`src/core/arin_regs.svh`:
```
// constants for the alarm reset input block
// How it works
// - code 1: open is normal, reset on edge to closed (low)
// - code 2: closed is normal, reset on edge to open (high)
// - reset is edge-triggered; input already active gives no reset
// - code 3: input ignored for reset, left as general purpose input
// - valid reset event clears drive fault and fault code word
// - release-input variant: setting has no effect in schemes 13, 14, 17, 18
// - usage forced to 3 by schemes 13/14/17/18 (release-input variant only) or later release selection 1/2
// - release-input variant: drive enabled when input returns to normal after clear
// - configurable variant: second parameter picks point 2 or 4 only
// - configurable variant: enable on return to normal unless hardware enable set
// - point parameter only on configurable variant; query returns stored setting
// - energized input is low (closed), de-energized or open is high
`ifndef ARIN_REGS_SVH
`define ARIN_REGS_SVH
`define ARIN_USE_CLOSE     2'h1
`define ARIN_USE_OPEN      2'h2
`define ARIN_USE_GPIO      2'h3
`define ARIN_USE_RESET     2'h3
`define ARIN_POINT_A       3'h2
`define ARIN_POINT_B       3'h4
`define ARIN_POINT_RESET   3'h4
`define ARIN_SCHEME_A      8'h0d
`define ARIN_SCHEME_B      8'h0e
`define ARIN_SCHEME_C      8'h11
`define ARIN_SCHEME_D      8'h12
`define ARIN_FAULT_CLEAR   16'h0000
`define ARIN_VAR_STD       2'h0
`define ARIN_VAR_RELEASE   2'h1
`define ARIN_VAR_FLEX      2'h2
`endif

```
`src/core/arin_pkg.sv`:
```
// types for the alarm reset input block
package arin_pkg;
   typedef logic [1:0] arin_use_t;
   typedef struct packed {
      logic       wr;       // write strobe
      logic [1:0] use_code;
      logic [2:0] point;
   } arin_cfg_t;
   typedef struct packed {
      logic [1:0] use_code;
      logic [2:0] point;
   } arin_set_t;
endpackage

```
`src/core/arin_top.sv`:
```
// alarm reset input: usage setting, edge reset, fault clear and enable
`timescale 1ns/1ps
`default_nettype none
`include "arin_regs.svh"
module arin_top (
   input  wire logic             ref_clk,
   input  wire logic             rst_n,
   input  wire logic [1:0]       variant,
   input  wire arin_pkg::arin_cfg_t cfg_in,
   input  wire logic [7:0]       control_scheme,
   input  wire logic             release_sel_wr,
   input  wire logic [1:0]       release_sel,
   input  wire logic             fourth_digital_input,
   input  wire logic [4:0]       io_pins_in,
   input  wire logic [4:0]       io_direction_setup,
   input  wire logic             fault_set,
   input  wire logic [15:0]      fault_bits,
   output logic                  cfg_reject,
   output arin_pkg::arin_set_t   setting,
   output logic                  drive_fault,
   output logic [15:0]           fault_code_word,
   output logic                  alarm_reset_pulse,
   output logic                  drive_enable,
   output logic                  gp_input
);
   import arin_pkg::*;

   arin_use_t   use_reg, use_next;
   logic [2:0]  point_reg, point_next;
   logic        hw_en_reg, hw_en_next;
   logic        rej_reg, rej_next;
   logic        fault_reg, fault_next;
   logic [15:0] code_reg, code_next;
   logic        pulse_reg, pulse_next;
   logic        armed_reg, armed_next;
   logic        wait_en_reg, wait_en_next;
   logic        en_reg, en_next;
   logic        gp_reg, gp_next;
   logic        raw_sel, lvl, rise, fall;
   logic        scheme_owns, edge_hit, normal_lvl, active_lvl, point_ok;

   // input line selection; point must be both valid and set as input
   always_comb begin
      raw_sel = fourth_digital_input;
      if (variant == `ARIN_VAR_FLEX) begin
         raw_sel = io_pins_in[point_reg];
         if (!io_direction_setup[point_reg]) raw_sel = 1'b1;
      end
   end

   arin_edge u_edge (
      .ref_clk (ref_clk),
      .rst_n   (rst_n),
      .din     (raw_sel),
      .level   (lvl),
      .rise    (rise),
      .fall    (fall)
   );

   // scheme ownership and level meaning (high = open, low = closed)
   always_comb begin
      scheme_owns = (variant == `ARIN_VAR_RELEASE) &&
                    (control_scheme == `ARIN_SCHEME_A || control_scheme == `ARIN_SCHEME_B ||
                     control_scheme == `ARIN_SCHEME_C || control_scheme == `ARIN_SCHEME_D);
      point_ok   = (cfg_in.point == `ARIN_POINT_A) || (cfg_in.point == `ARIN_POINT_B);
      active_lvl = (use_reg == `ARIN_USE_CLOSE) ? ~lvl : lvl;
      normal_lvl = ~active_lvl;
      edge_hit   = 1'b0;
      if (use_reg == `ARIN_USE_CLOSE) edge_hit = fall;
      if (use_reg == `ARIN_USE_OPEN)  edge_hit = rise;
      if (use_reg == `ARIN_USE_GPIO || scheme_owns) edge_hit = 1'b0;
   end

   // usage setting store
   always_comb begin
      use_next   = use_reg;
      point_next = point_reg;
      hw_en_next = hw_en_reg;
      rej_next   = 1'b0;
      if (cfg_in.wr) begin
         if (cfg_in.use_code == 2'h0) begin
            rej_next = 1'b1;
         end else if (variant == `ARIN_VAR_FLEX) begin
            if (point_ok) begin
               use_next   = cfg_in.use_code;
               point_next = cfg_in.point;
            end else begin
               rej_next = 1'b1;
            end
         end else begin
            use_next = cfg_in.use_code;
         end
      end
      if (release_sel_wr) begin
         hw_en_next = (release_sel != 2'h0);
         if (release_sel == 2'h1 || release_sel == 2'h2) use_next = `ARIN_USE_GPIO;
      end
      if (variant == `ARIN_VAR_RELEASE && scheme_owns) use_next = `ARIN_USE_GPIO;
   end

   always_ff @(posedge ref_clk) begin
      if (!rst_n) begin
         use_reg   <= `ARIN_USE_RESET;
         point_reg <= `ARIN_POINT_RESET;
         hw_en_reg <= 1'b0;
         rej_reg   <= 1'b0;
      end else begin
         use_reg   <= use_next;
         point_reg <= point_next;
         hw_en_reg <= hw_en_next;
         rej_reg   <= rej_next;
      end
   end

   // fault latch, arming and enable; new fault wins over a reset edge
   always_comb begin
      fault_next   = fault_reg;
      code_next    = code_reg;
      pulse_next   = 1'b0;
      armed_next   = armed_reg;
      wait_en_next = wait_en_reg;
      en_next      = en_reg;
      gp_next      = lvl;
      if (!fault_reg) armed_next = 1'b0;
      if (fault_reg && normal_lvl) armed_next = 1'b1;
      if (fault_reg && armed_reg && edge_hit) begin
         fault_next   = 1'b0;
         code_next    = `ARIN_FAULT_CLEAR;
         pulse_next   = 1'b1;
         armed_next   = 1'b0;
         wait_en_next = (variant != `ARIN_VAR_STD);
      end
      if (wait_en_reg && normal_lvl) begin
         wait_en_next = 1'b0;
         if (variant == `ARIN_VAR_RELEASE) en_next = 1'b1;
         if (variant == `ARIN_VAR_FLEX && !hw_en_reg) en_next = 1'b1;
      end
      if (variant == `ARIN_VAR_STD && pulse_next) en_next = 1'b1;
      if (fault_set) begin
         fault_next   = 1'b1;
         pulse_next   = 1'b0;                                  // fault wins, no pulse
         code_next    = code_reg | fault_bits;
         en_next      = 1'b0;
         armed_next   = 1'b0;
         wait_en_next = 1'b0;
      end
   end

   always_ff @(posedge ref_clk) begin
      if (!rst_n) begin
         fault_reg   <= 1'b0;
         code_reg    <= `ARIN_FAULT_CLEAR;
         pulse_reg   <= 1'b0;
         armed_reg   <= 1'b0;
         wait_en_reg <= 1'b0;
         en_reg      <= 1'b1;
         gp_reg      <= 1'b1;
      end else begin
         fault_reg   <= fault_next;
         code_reg    <= code_next;
         pulse_reg   <= pulse_next;
         armed_reg   <= armed_next;
         wait_en_reg <= wait_en_next;
         en_reg      <= en_next;
         gp_reg      <= gp_next;
      end
   end

   // outputs straight from flops
   assign cfg_reject        = rej_reg;
   assign setting.use_code  = use_reg;
   assign setting.point     = point_reg;
   assign drive_fault       = fault_reg;
   assign fault_code_word   = code_reg;
   assign alarm_reset_pulse = pulse_reg;
   assign drive_enable      = en_reg;
   assign gp_input          = gp_reg;
endmodule
`default_nettype wire

```
`src/core/arin_edge.sv`:
```
// synchroniser and edge detector for the selected input line
`timescale 1ns/1ps
`default_nettype none
module arin_edge (
   input  wire logic ref_clk,
   input  wire logic rst_n,
   input  wire logic din,
   output logic      level,
   output logic      rise,
   output logic      fall
);
   logic s1_reg, s1_next, s2_reg, s2_next, s3_reg, s3_next;

   // two flops then one history flop; unconnected line idles high
   always_comb begin
      s1_next = din;
      s2_next = s1_reg;
      s3_next = s2_reg;
   end

   always_ff @(posedge ref_clk) begin
      if (!rst_n) begin
         s1_reg <= 1'b1;
         s2_reg <= 1'b1;
         s3_reg <= 1'b1;
      end else begin
         s1_reg <= s1_next;
         s2_reg <= s2_next;
         s3_reg <= s3_next;
      end
   end

   // edges on synchronised value only
   assign level = s2_reg;
   assign rise  = s2_reg & ~s3_reg;
   assign fall  = ~s2_reg & s3_reg;
endmodule
`default_nettype wire

```
`config.mk`:
```
export PLATFORM = sky130hd
export DESIGN_NAME = arin_top
export DESIGN_NICKNAME = d
export VERILOG_FILES = /design/src/core/arin_pkg.sv /design/src/core/arin_top.sv /design/src/core/arin_edge.sv
export VERILOG_INCLUDE_DIRS = /design/src /design/src/core
export SDC_FILE = /design/constraint.sdc
export NUM_CORES = 1
export LEC_CHECK = 0
export BUFFER_PORTS_ARGS = -buffer_cell sky130_fd_sc_hd__buf_2
export CELL_PAD_IN_SITES_DETAIL_PLACEMENT = 0
export CELL_PAD_IN_SITES_GLOBAL_PLACEMENT = 1
export CORE_MARGIN = 1
export CORE_UTILIZATION = 32
export CTS_BUF_LIST = sky130_fd_sc_hd__clkbuf_8
export DETAILED_ROUTE_END_ITERATION = 10
export PLACE_DENSITY = 0.79
export RECOVER_POWER = 100
export SETUP_SLACK_MARGIN = 0.1
export SKIP_CTS_REPAIR_TIMING = 1
export SLEW_MARGIN = 15
export SYNTH_ARGS = -nofsm -noshare
export SYNTH_HDL_FRONTEND = slang
export SYNTH_SLANG_ARGS = --single-unit
```
`constraint.sdc`:
```
create_clock -name ref_clk -period 2.2 [get_ports ref_clk]
set_clock_uncertainty 0.1 [all_clocks]
set_input_delay 0.44 -clock ref_clk [delete_from_list [all_inputs] [get_ports ref_clk]]
set_output_delay 0.44 -clock ref_clk [all_outputs]
set_load 0.03 [all_outputs]
```
==> impl_results.md, run 1 <==
* Grt total ovfl at 0
* Largest net degree at the start of global routing at 19
* Worst setup SP type: flop
* Max clock buf depth at 2
* Synth warn at 0
* Port bufs at 74
* H-tree depth at 2
* Initial core utilization at 0.345
* Synth Area in Compound Gates at 0.183
* Max reg flops at 16
* Number of CTS-inserted buffers at 5
* Worst Max-Slew Pin Slew at slightly below 600 ps
* Initial drt markers at 43
* DR vias at between 1000 and 1500
* Synth Area in Adders at 0.00954
* Fin crit share at 0.783
* Setup violators final at 0
* Min-Delay Path Depth at 2
* Most common cell after layout, fill and taps aside: buf_2
* Synth Net Count at 188
* # IOs at 75
* Post-Synth XOR/XNOR Area at 0.0200
* Largest family of logic cells by synthesized area: simple AND/OR/NAND/NOR gates
* Layout Area Growth over Synthesis at 31.2%
* Synth unique cells at 37
* #FFs+latches synth at 31
* Post-Syn Area at 1310 um^2
* Drt total wl at 2860 um
* DP Cell Count at around 260
* Final Hold Viols at 0
* Register area share after synthesis at 0.473
* Initial antenna violation count at 0
* WP data arrival at 1770 ps
* Final ANT Viol Nets at 0
* CTS tree: built
* Status: finished, final reports clean
* Number of global-route vias before repair at 1062
* Crit Path Max Fanout at 17
* Share of layout cells above drive strength 1 at 0.276
* Syn avg cell area at 9.50 um^2
* Avg WL per Cell at between 10 and 15 um
* GRT Overall Usage at 0.141
* DRT Pass-1 Iters at 4
* Crit Path Class: reg2reg
* Die Wd at 66.0 um
* Post-synthesis cell count at 138
* Rows at 22
* Total negative slack at 0 ps
* DP HPWL at 2260 um
* Post-synthesis simple-gate area fraction at 0.264
* Required @ worst endpoint at 2250 ps
* Placer congestion estimate at 0.752
* Clk slew on worst S/H paths at approximately 60 ps
* Max Cap Viol at 0
* Clock root buffer: clkbuf_8
* First-pass GRT wire length at around 4500 um
* Worst slew margin at 0.605
* Commonest cells after routing, fill and taps aside: buf_2, dfxtp_1, clkbuf_1
* R2R cell count at 5
* DIE AREA at approximately 4400 um^2
* PwrDens at 711 nW/um^2
* Pins over their slew limit at 0
* DIE HEIGHT at 66.0 um
* Post-synthesis mux area share at 0
* Leak pwr at 0.000780 uW
* Worst ir drop on vdd at 0.233 mV
* Tmin final at roughly 1700 ps
* Finished Layout Cells at 265
* Diode count at 0
* Layout Nets at 266
* Crit. End Element: flop
* Worst-Skew Late Latency at 280 ps
* CTS Sinks at 31
* RSZ-0062 raised after global routing: false
* Tightest Hold Check Type: in2reg
* Drt drc at 0
* Via density at 4.63
* Max Fclk at 581 MHz
* Core footprint at 3800 um^2
==> Yosys cell counts <==
cell / count / area, um^2
dfxtp_1: 31 / 621
a21oi_1: 21 / 105
nor2_1: 13 / 48.8
nor2_4: 9 / 101
inv_1: 7 / 26.3
nand2_1: 7 / 26.3
o21ai_0: 7 / 35.0
nand2b_1: 4 / 25.0
nand3_1: 4 / 20.0
and3_1: 2 / 12.5
clkbuf_1: 2 / 7.51
nor2b_1: 2 / 12.5
nor3b_1: 2 / 15.0
nor4bb_1: 2 / 20.0
o21a_1: 2 / 15.0
xnor2_1: 2 / 17.5
a211oi_1: 1 / 7.51
a221o_1: 1 / 10.0
a22oi_1: 1 / 7.51
a31o_1: 1 / 8.76
a31oi_1: 1 / 6.26
and3b_1: 1 / 8.76
buf_12: 1 / 20.0
buf_6: 1 / 11.3
ha_1: 1 / 12.5
nor2_2: 1 / 6.26
nor4_1: 1 / 6.26
nor4_2: 1 / 12.5
nor4b_1: 1 / 8.76
nor4b_2: 1 / 15.0
o2111ai_1: 1 / 8.76
o211a_1: 1 / 10.0
o221ai_1: 1 / 8.76
o311a_1: 1 / 10.0
o31ai_1: 1 / 7.51
or2b_1: 1 / 7.51
xor2_1: 1 / 8.76
==> metrics by stage <==
step | area [um^2] | hold WS [ps] | power (uW) | utilization | worst slack [ps]
2_1_floorplan | 1310 | 286 | 770 | - | 459
3_3_place_gp | 1710 | 287 | 854 | 0.450 | 352
3_5_place_dp | 1710 | 303 | 856 | 0.450 | 303
4_1_cts | 1790 | 256 | 1260 | 0.472 | 412
5_1_grt | 1720 | 269 | 1300 | 0.453 | 339
6_report | 1720 | 267 | 1220 | 0.453 | 478
==> logic make-up (layout without fill, tap and decap cells) <==
logic type	after synthesis	after routing
simple gates	52	52
xor+xnor	3	3
flops	31	31
compound gates	40	40
fa+ha+maj	1	1
buf+inv	11	90
==> final timing paths <==
path / startpoint / end / slack [ps]
max: gp_input$_SDFF_PN1_ / fault_code_word[4]$_SDFFE_PN0P_ / 480
max reg2reg: gp_input$_SDFF_PN1_ / fault_code_word[4]$_SDFFE_PN0P_ / 480
min: release_sel_wr / hw_en_reg$_SDFFE_PN0P_ / 270
min reg2reg: u_edge.s1_reg$_SDFF_PN1_ / u_edge.level$_SDFF_PN1_ / 310
==> power by group <==
group | switching (uW) | internal, uW | leakage [uW] | total (uW)
Clock | 187 | 212 | 0.0000505 | 399
Sequential | 17.4 | 593 | 0.000256 | 611
Combinational | 134 | 79.6 | 0.000473 | 214
==> per-layer routing <==
metal,wire length (um),GRT usage,up-vias
met5,0,0,-
met4,19,0.0824,0
met3,223,0.0534,2
met2,1250,0.213,47
met1,1360,0.170,539
li1,-,-,640
==> worst max-delay path: stages (launching register included) <==
cell and delay [ps]:
dfxtp_1 360, nor4bb_1 310, o211a_1 290, a31o_1 160, buf_4 270, nor2_1 90
==> area by class of cell <==
cell class              count  area [um^2]
multi-input cells          96          589
inverters                   7         26.3
clock buffers               5         68.8
repair buffers             75          343
well taps                  48         60.1
fillers                   402         2080
flip-flops and latches     31          621
clock inverters             3         12.5
Power figures use the tool's default switching activity.
==> run 2: changes to the inputs <==
clock period = 1.7 ns   (was 2.2 ns; I/O delays follow)
==> impl_results.md, run 2 (synthesized netlist as in run 1, its figures left out) <==
* Family with the most delay on the worst path: simple AND/OR/NAND/NOR gates
* Crit Path Class: reg2reg
* Total negative slack at 0 ps
* Min-Delay Path Depth at 2
* Sequential cell area at 627 um^2
* Final Util at 0.465
* Fin crit share at 0.908
* Finished Layout Cells at 268
* Cell at the slowest stage of the critical path: dfxtp_1
* Core footprint at between 3000 and 4000 um^2
* Worst ir drop on vdd at 0.315 mV
* R2r startpoint: u_edge.level$_SDFF_PN1_
* Drt drc at 0
* Hold path endpoint: hw_en_reg$_SDFFE_PN0P_
* Status: finished, final reports clean
* Clock root buffer: clkbuf_8
* Final Hold Viols at 0
* PwrDens at roughly 920 nW/um^2
* Final ANT Viol Nets at 0
* Share of layout cells above drive strength 1 at 0.277
* Pins over their slew limit at 0
* GRT Overall Usage at 0.139
* Multi-input gate area at 574 um^2
* Number of fill cells at 417
* Setup violators final at 0
* Avg WL per Cell at ~11 um
* Leak pwr at 0.000841 uW
* Port bufs at 74
* Crit Path Max Fanout at 4
* H-tree depth at 2
* CTS Sinks at 31
* DIE AREA at 4360 um^2
* Required @ worst endpoint at between 1500 and 2000 ps
* Buf/Inv on CP at 1
* Final Cell Area at 1770 um^2
* Post-Place Worst Slack at 32.0 ps
* Dpl cell area at 1750 um^2
* Initial drt markers at 24
* Max Cap Viol at 0
* Tightest Hold Check Type: in2reg
* # IOs at 75
* R2R cell count at 5
* First-pass GRT wire length at roughly 4600 um
* DP Cell Count at 260
* R2r setup slk at 160 ps
* Worst R2R End: armed_reg$_SDFFE_PP0P_
* Setup slack after layout at 156 ps
* DIE HEIGHT at 66.0 um
* Clk slew on worst S/H paths at 60 ps
* Crit. End Element: flop
* Drt total wl at ~3000 um
* CTS tree: built
* WP data arrival at ~1600 ps
* DR vias at 1230
* DRT Pass-1 Iters at 4
* Initial antenna violation count at 0
* Largest net degree at the start of global routing at 19
* Worst setup SP type: flop
* Number of CTS-inserted buffers at 5
* Layout Area Growth over Synthesis at 34.7%
* Rows at 22
* RSZ-0062 raised after global routing: false
* Max clock buf depth at 2
* Via density at 4.59
* Worst Min Path Start: release_sel_wr
* Tmin final at 1540 ps
* Grt total ovfl at 0
* Worst slew margin at 0.734
* Layout Nets at 270
* Initial core utilization at 0.345
* Number of global-route vias before repair at 1084
* Critical path cell sequence: nor4bb_4, o211a_1, clkbuf_1, nand2_1, nor4b_1
* Commonest cells after routing, fill and taps aside: buf_2, clkbuf_1, dfxtp_1
* Diode count at 0
* Worst-Skew Late Latency at about 280 ps
* WP depth at 5
* Slowest Stage Delay on Critical Path at roughly 380 ps
* DP HPWL at about 2300 um
* Worst Max-Slew Pin Slew at around 400 ps
* Max Fclk at 648 MHz
* Placer congestion estimate at 0.708
* Most common cell after layout, fill and taps aside: buf_2
* Max reg flops at 16
* Die Wd at 66.0 um
## run 2: cell count changes in the layout (fill, tap and decap cells not counted), sizes merged
cell,before,now
clkbuf,33,38
inv,9,7
## run 2: worst max-delay path by stage
stage / startpoint / to / slack, ps
after floorplan: use_reg[1]$_SDFF_PP1_ / fault_code_word[0]$_SDFFE_PN0P_ / 120
after global placement: variant[1] / drive_fault$_SDFFE_PN0P_ / 100
after detailed placement: variant[1] / drive_fault$_SDFFE_PN0P_ / 30
after CTS: u_edge.level$_SDFF_PN1_ / fault_code_word[9]$_SDFFE_PN0P_ / 110
after global routing: u_edge.level$_SDFF_PN1_ / armed_reg$_SDFFE_PP0P_ / 80
final: u_edge.level$_SDFF_PN1_ / armed_reg$_SDFFE_PP0P_ / 160
## run 2: where the power goes
part,internal [uW],switching [uW]
Clock,317,242
Combinational,111,170
Sequential,768,25.2
Total,1190,437
## run 2: metal layers
layer	GRT usage	part of all wire
met1	0.163	0.48
met2	0.228	0.45
met3	0.0379	0.062
met4	0.0718	0.0075
met5	0	0
## run 2: cell type report
class	count	area share
Clock buffer	6	0.0467
Tap cell	48	0.0340
Multi-Input combinational cell	96	0.325
Sequential cell	31	0.355
Clock inverter	1	0.00283
Inverter	7	0.0149
Timing Repair Buffer	79	0.222
## run 2: stage by stage
| stage | hold WS, ps | total power [uW] |
|---|---|---|
| floorplan | 286 | 996 |
| global placement | 290 | 1110 |
| detailed placement | 296 | 1110 |
| CTS | 169 | 1670 |
| global route | 171 | 1710 |
| finish | 172 | 1630 |
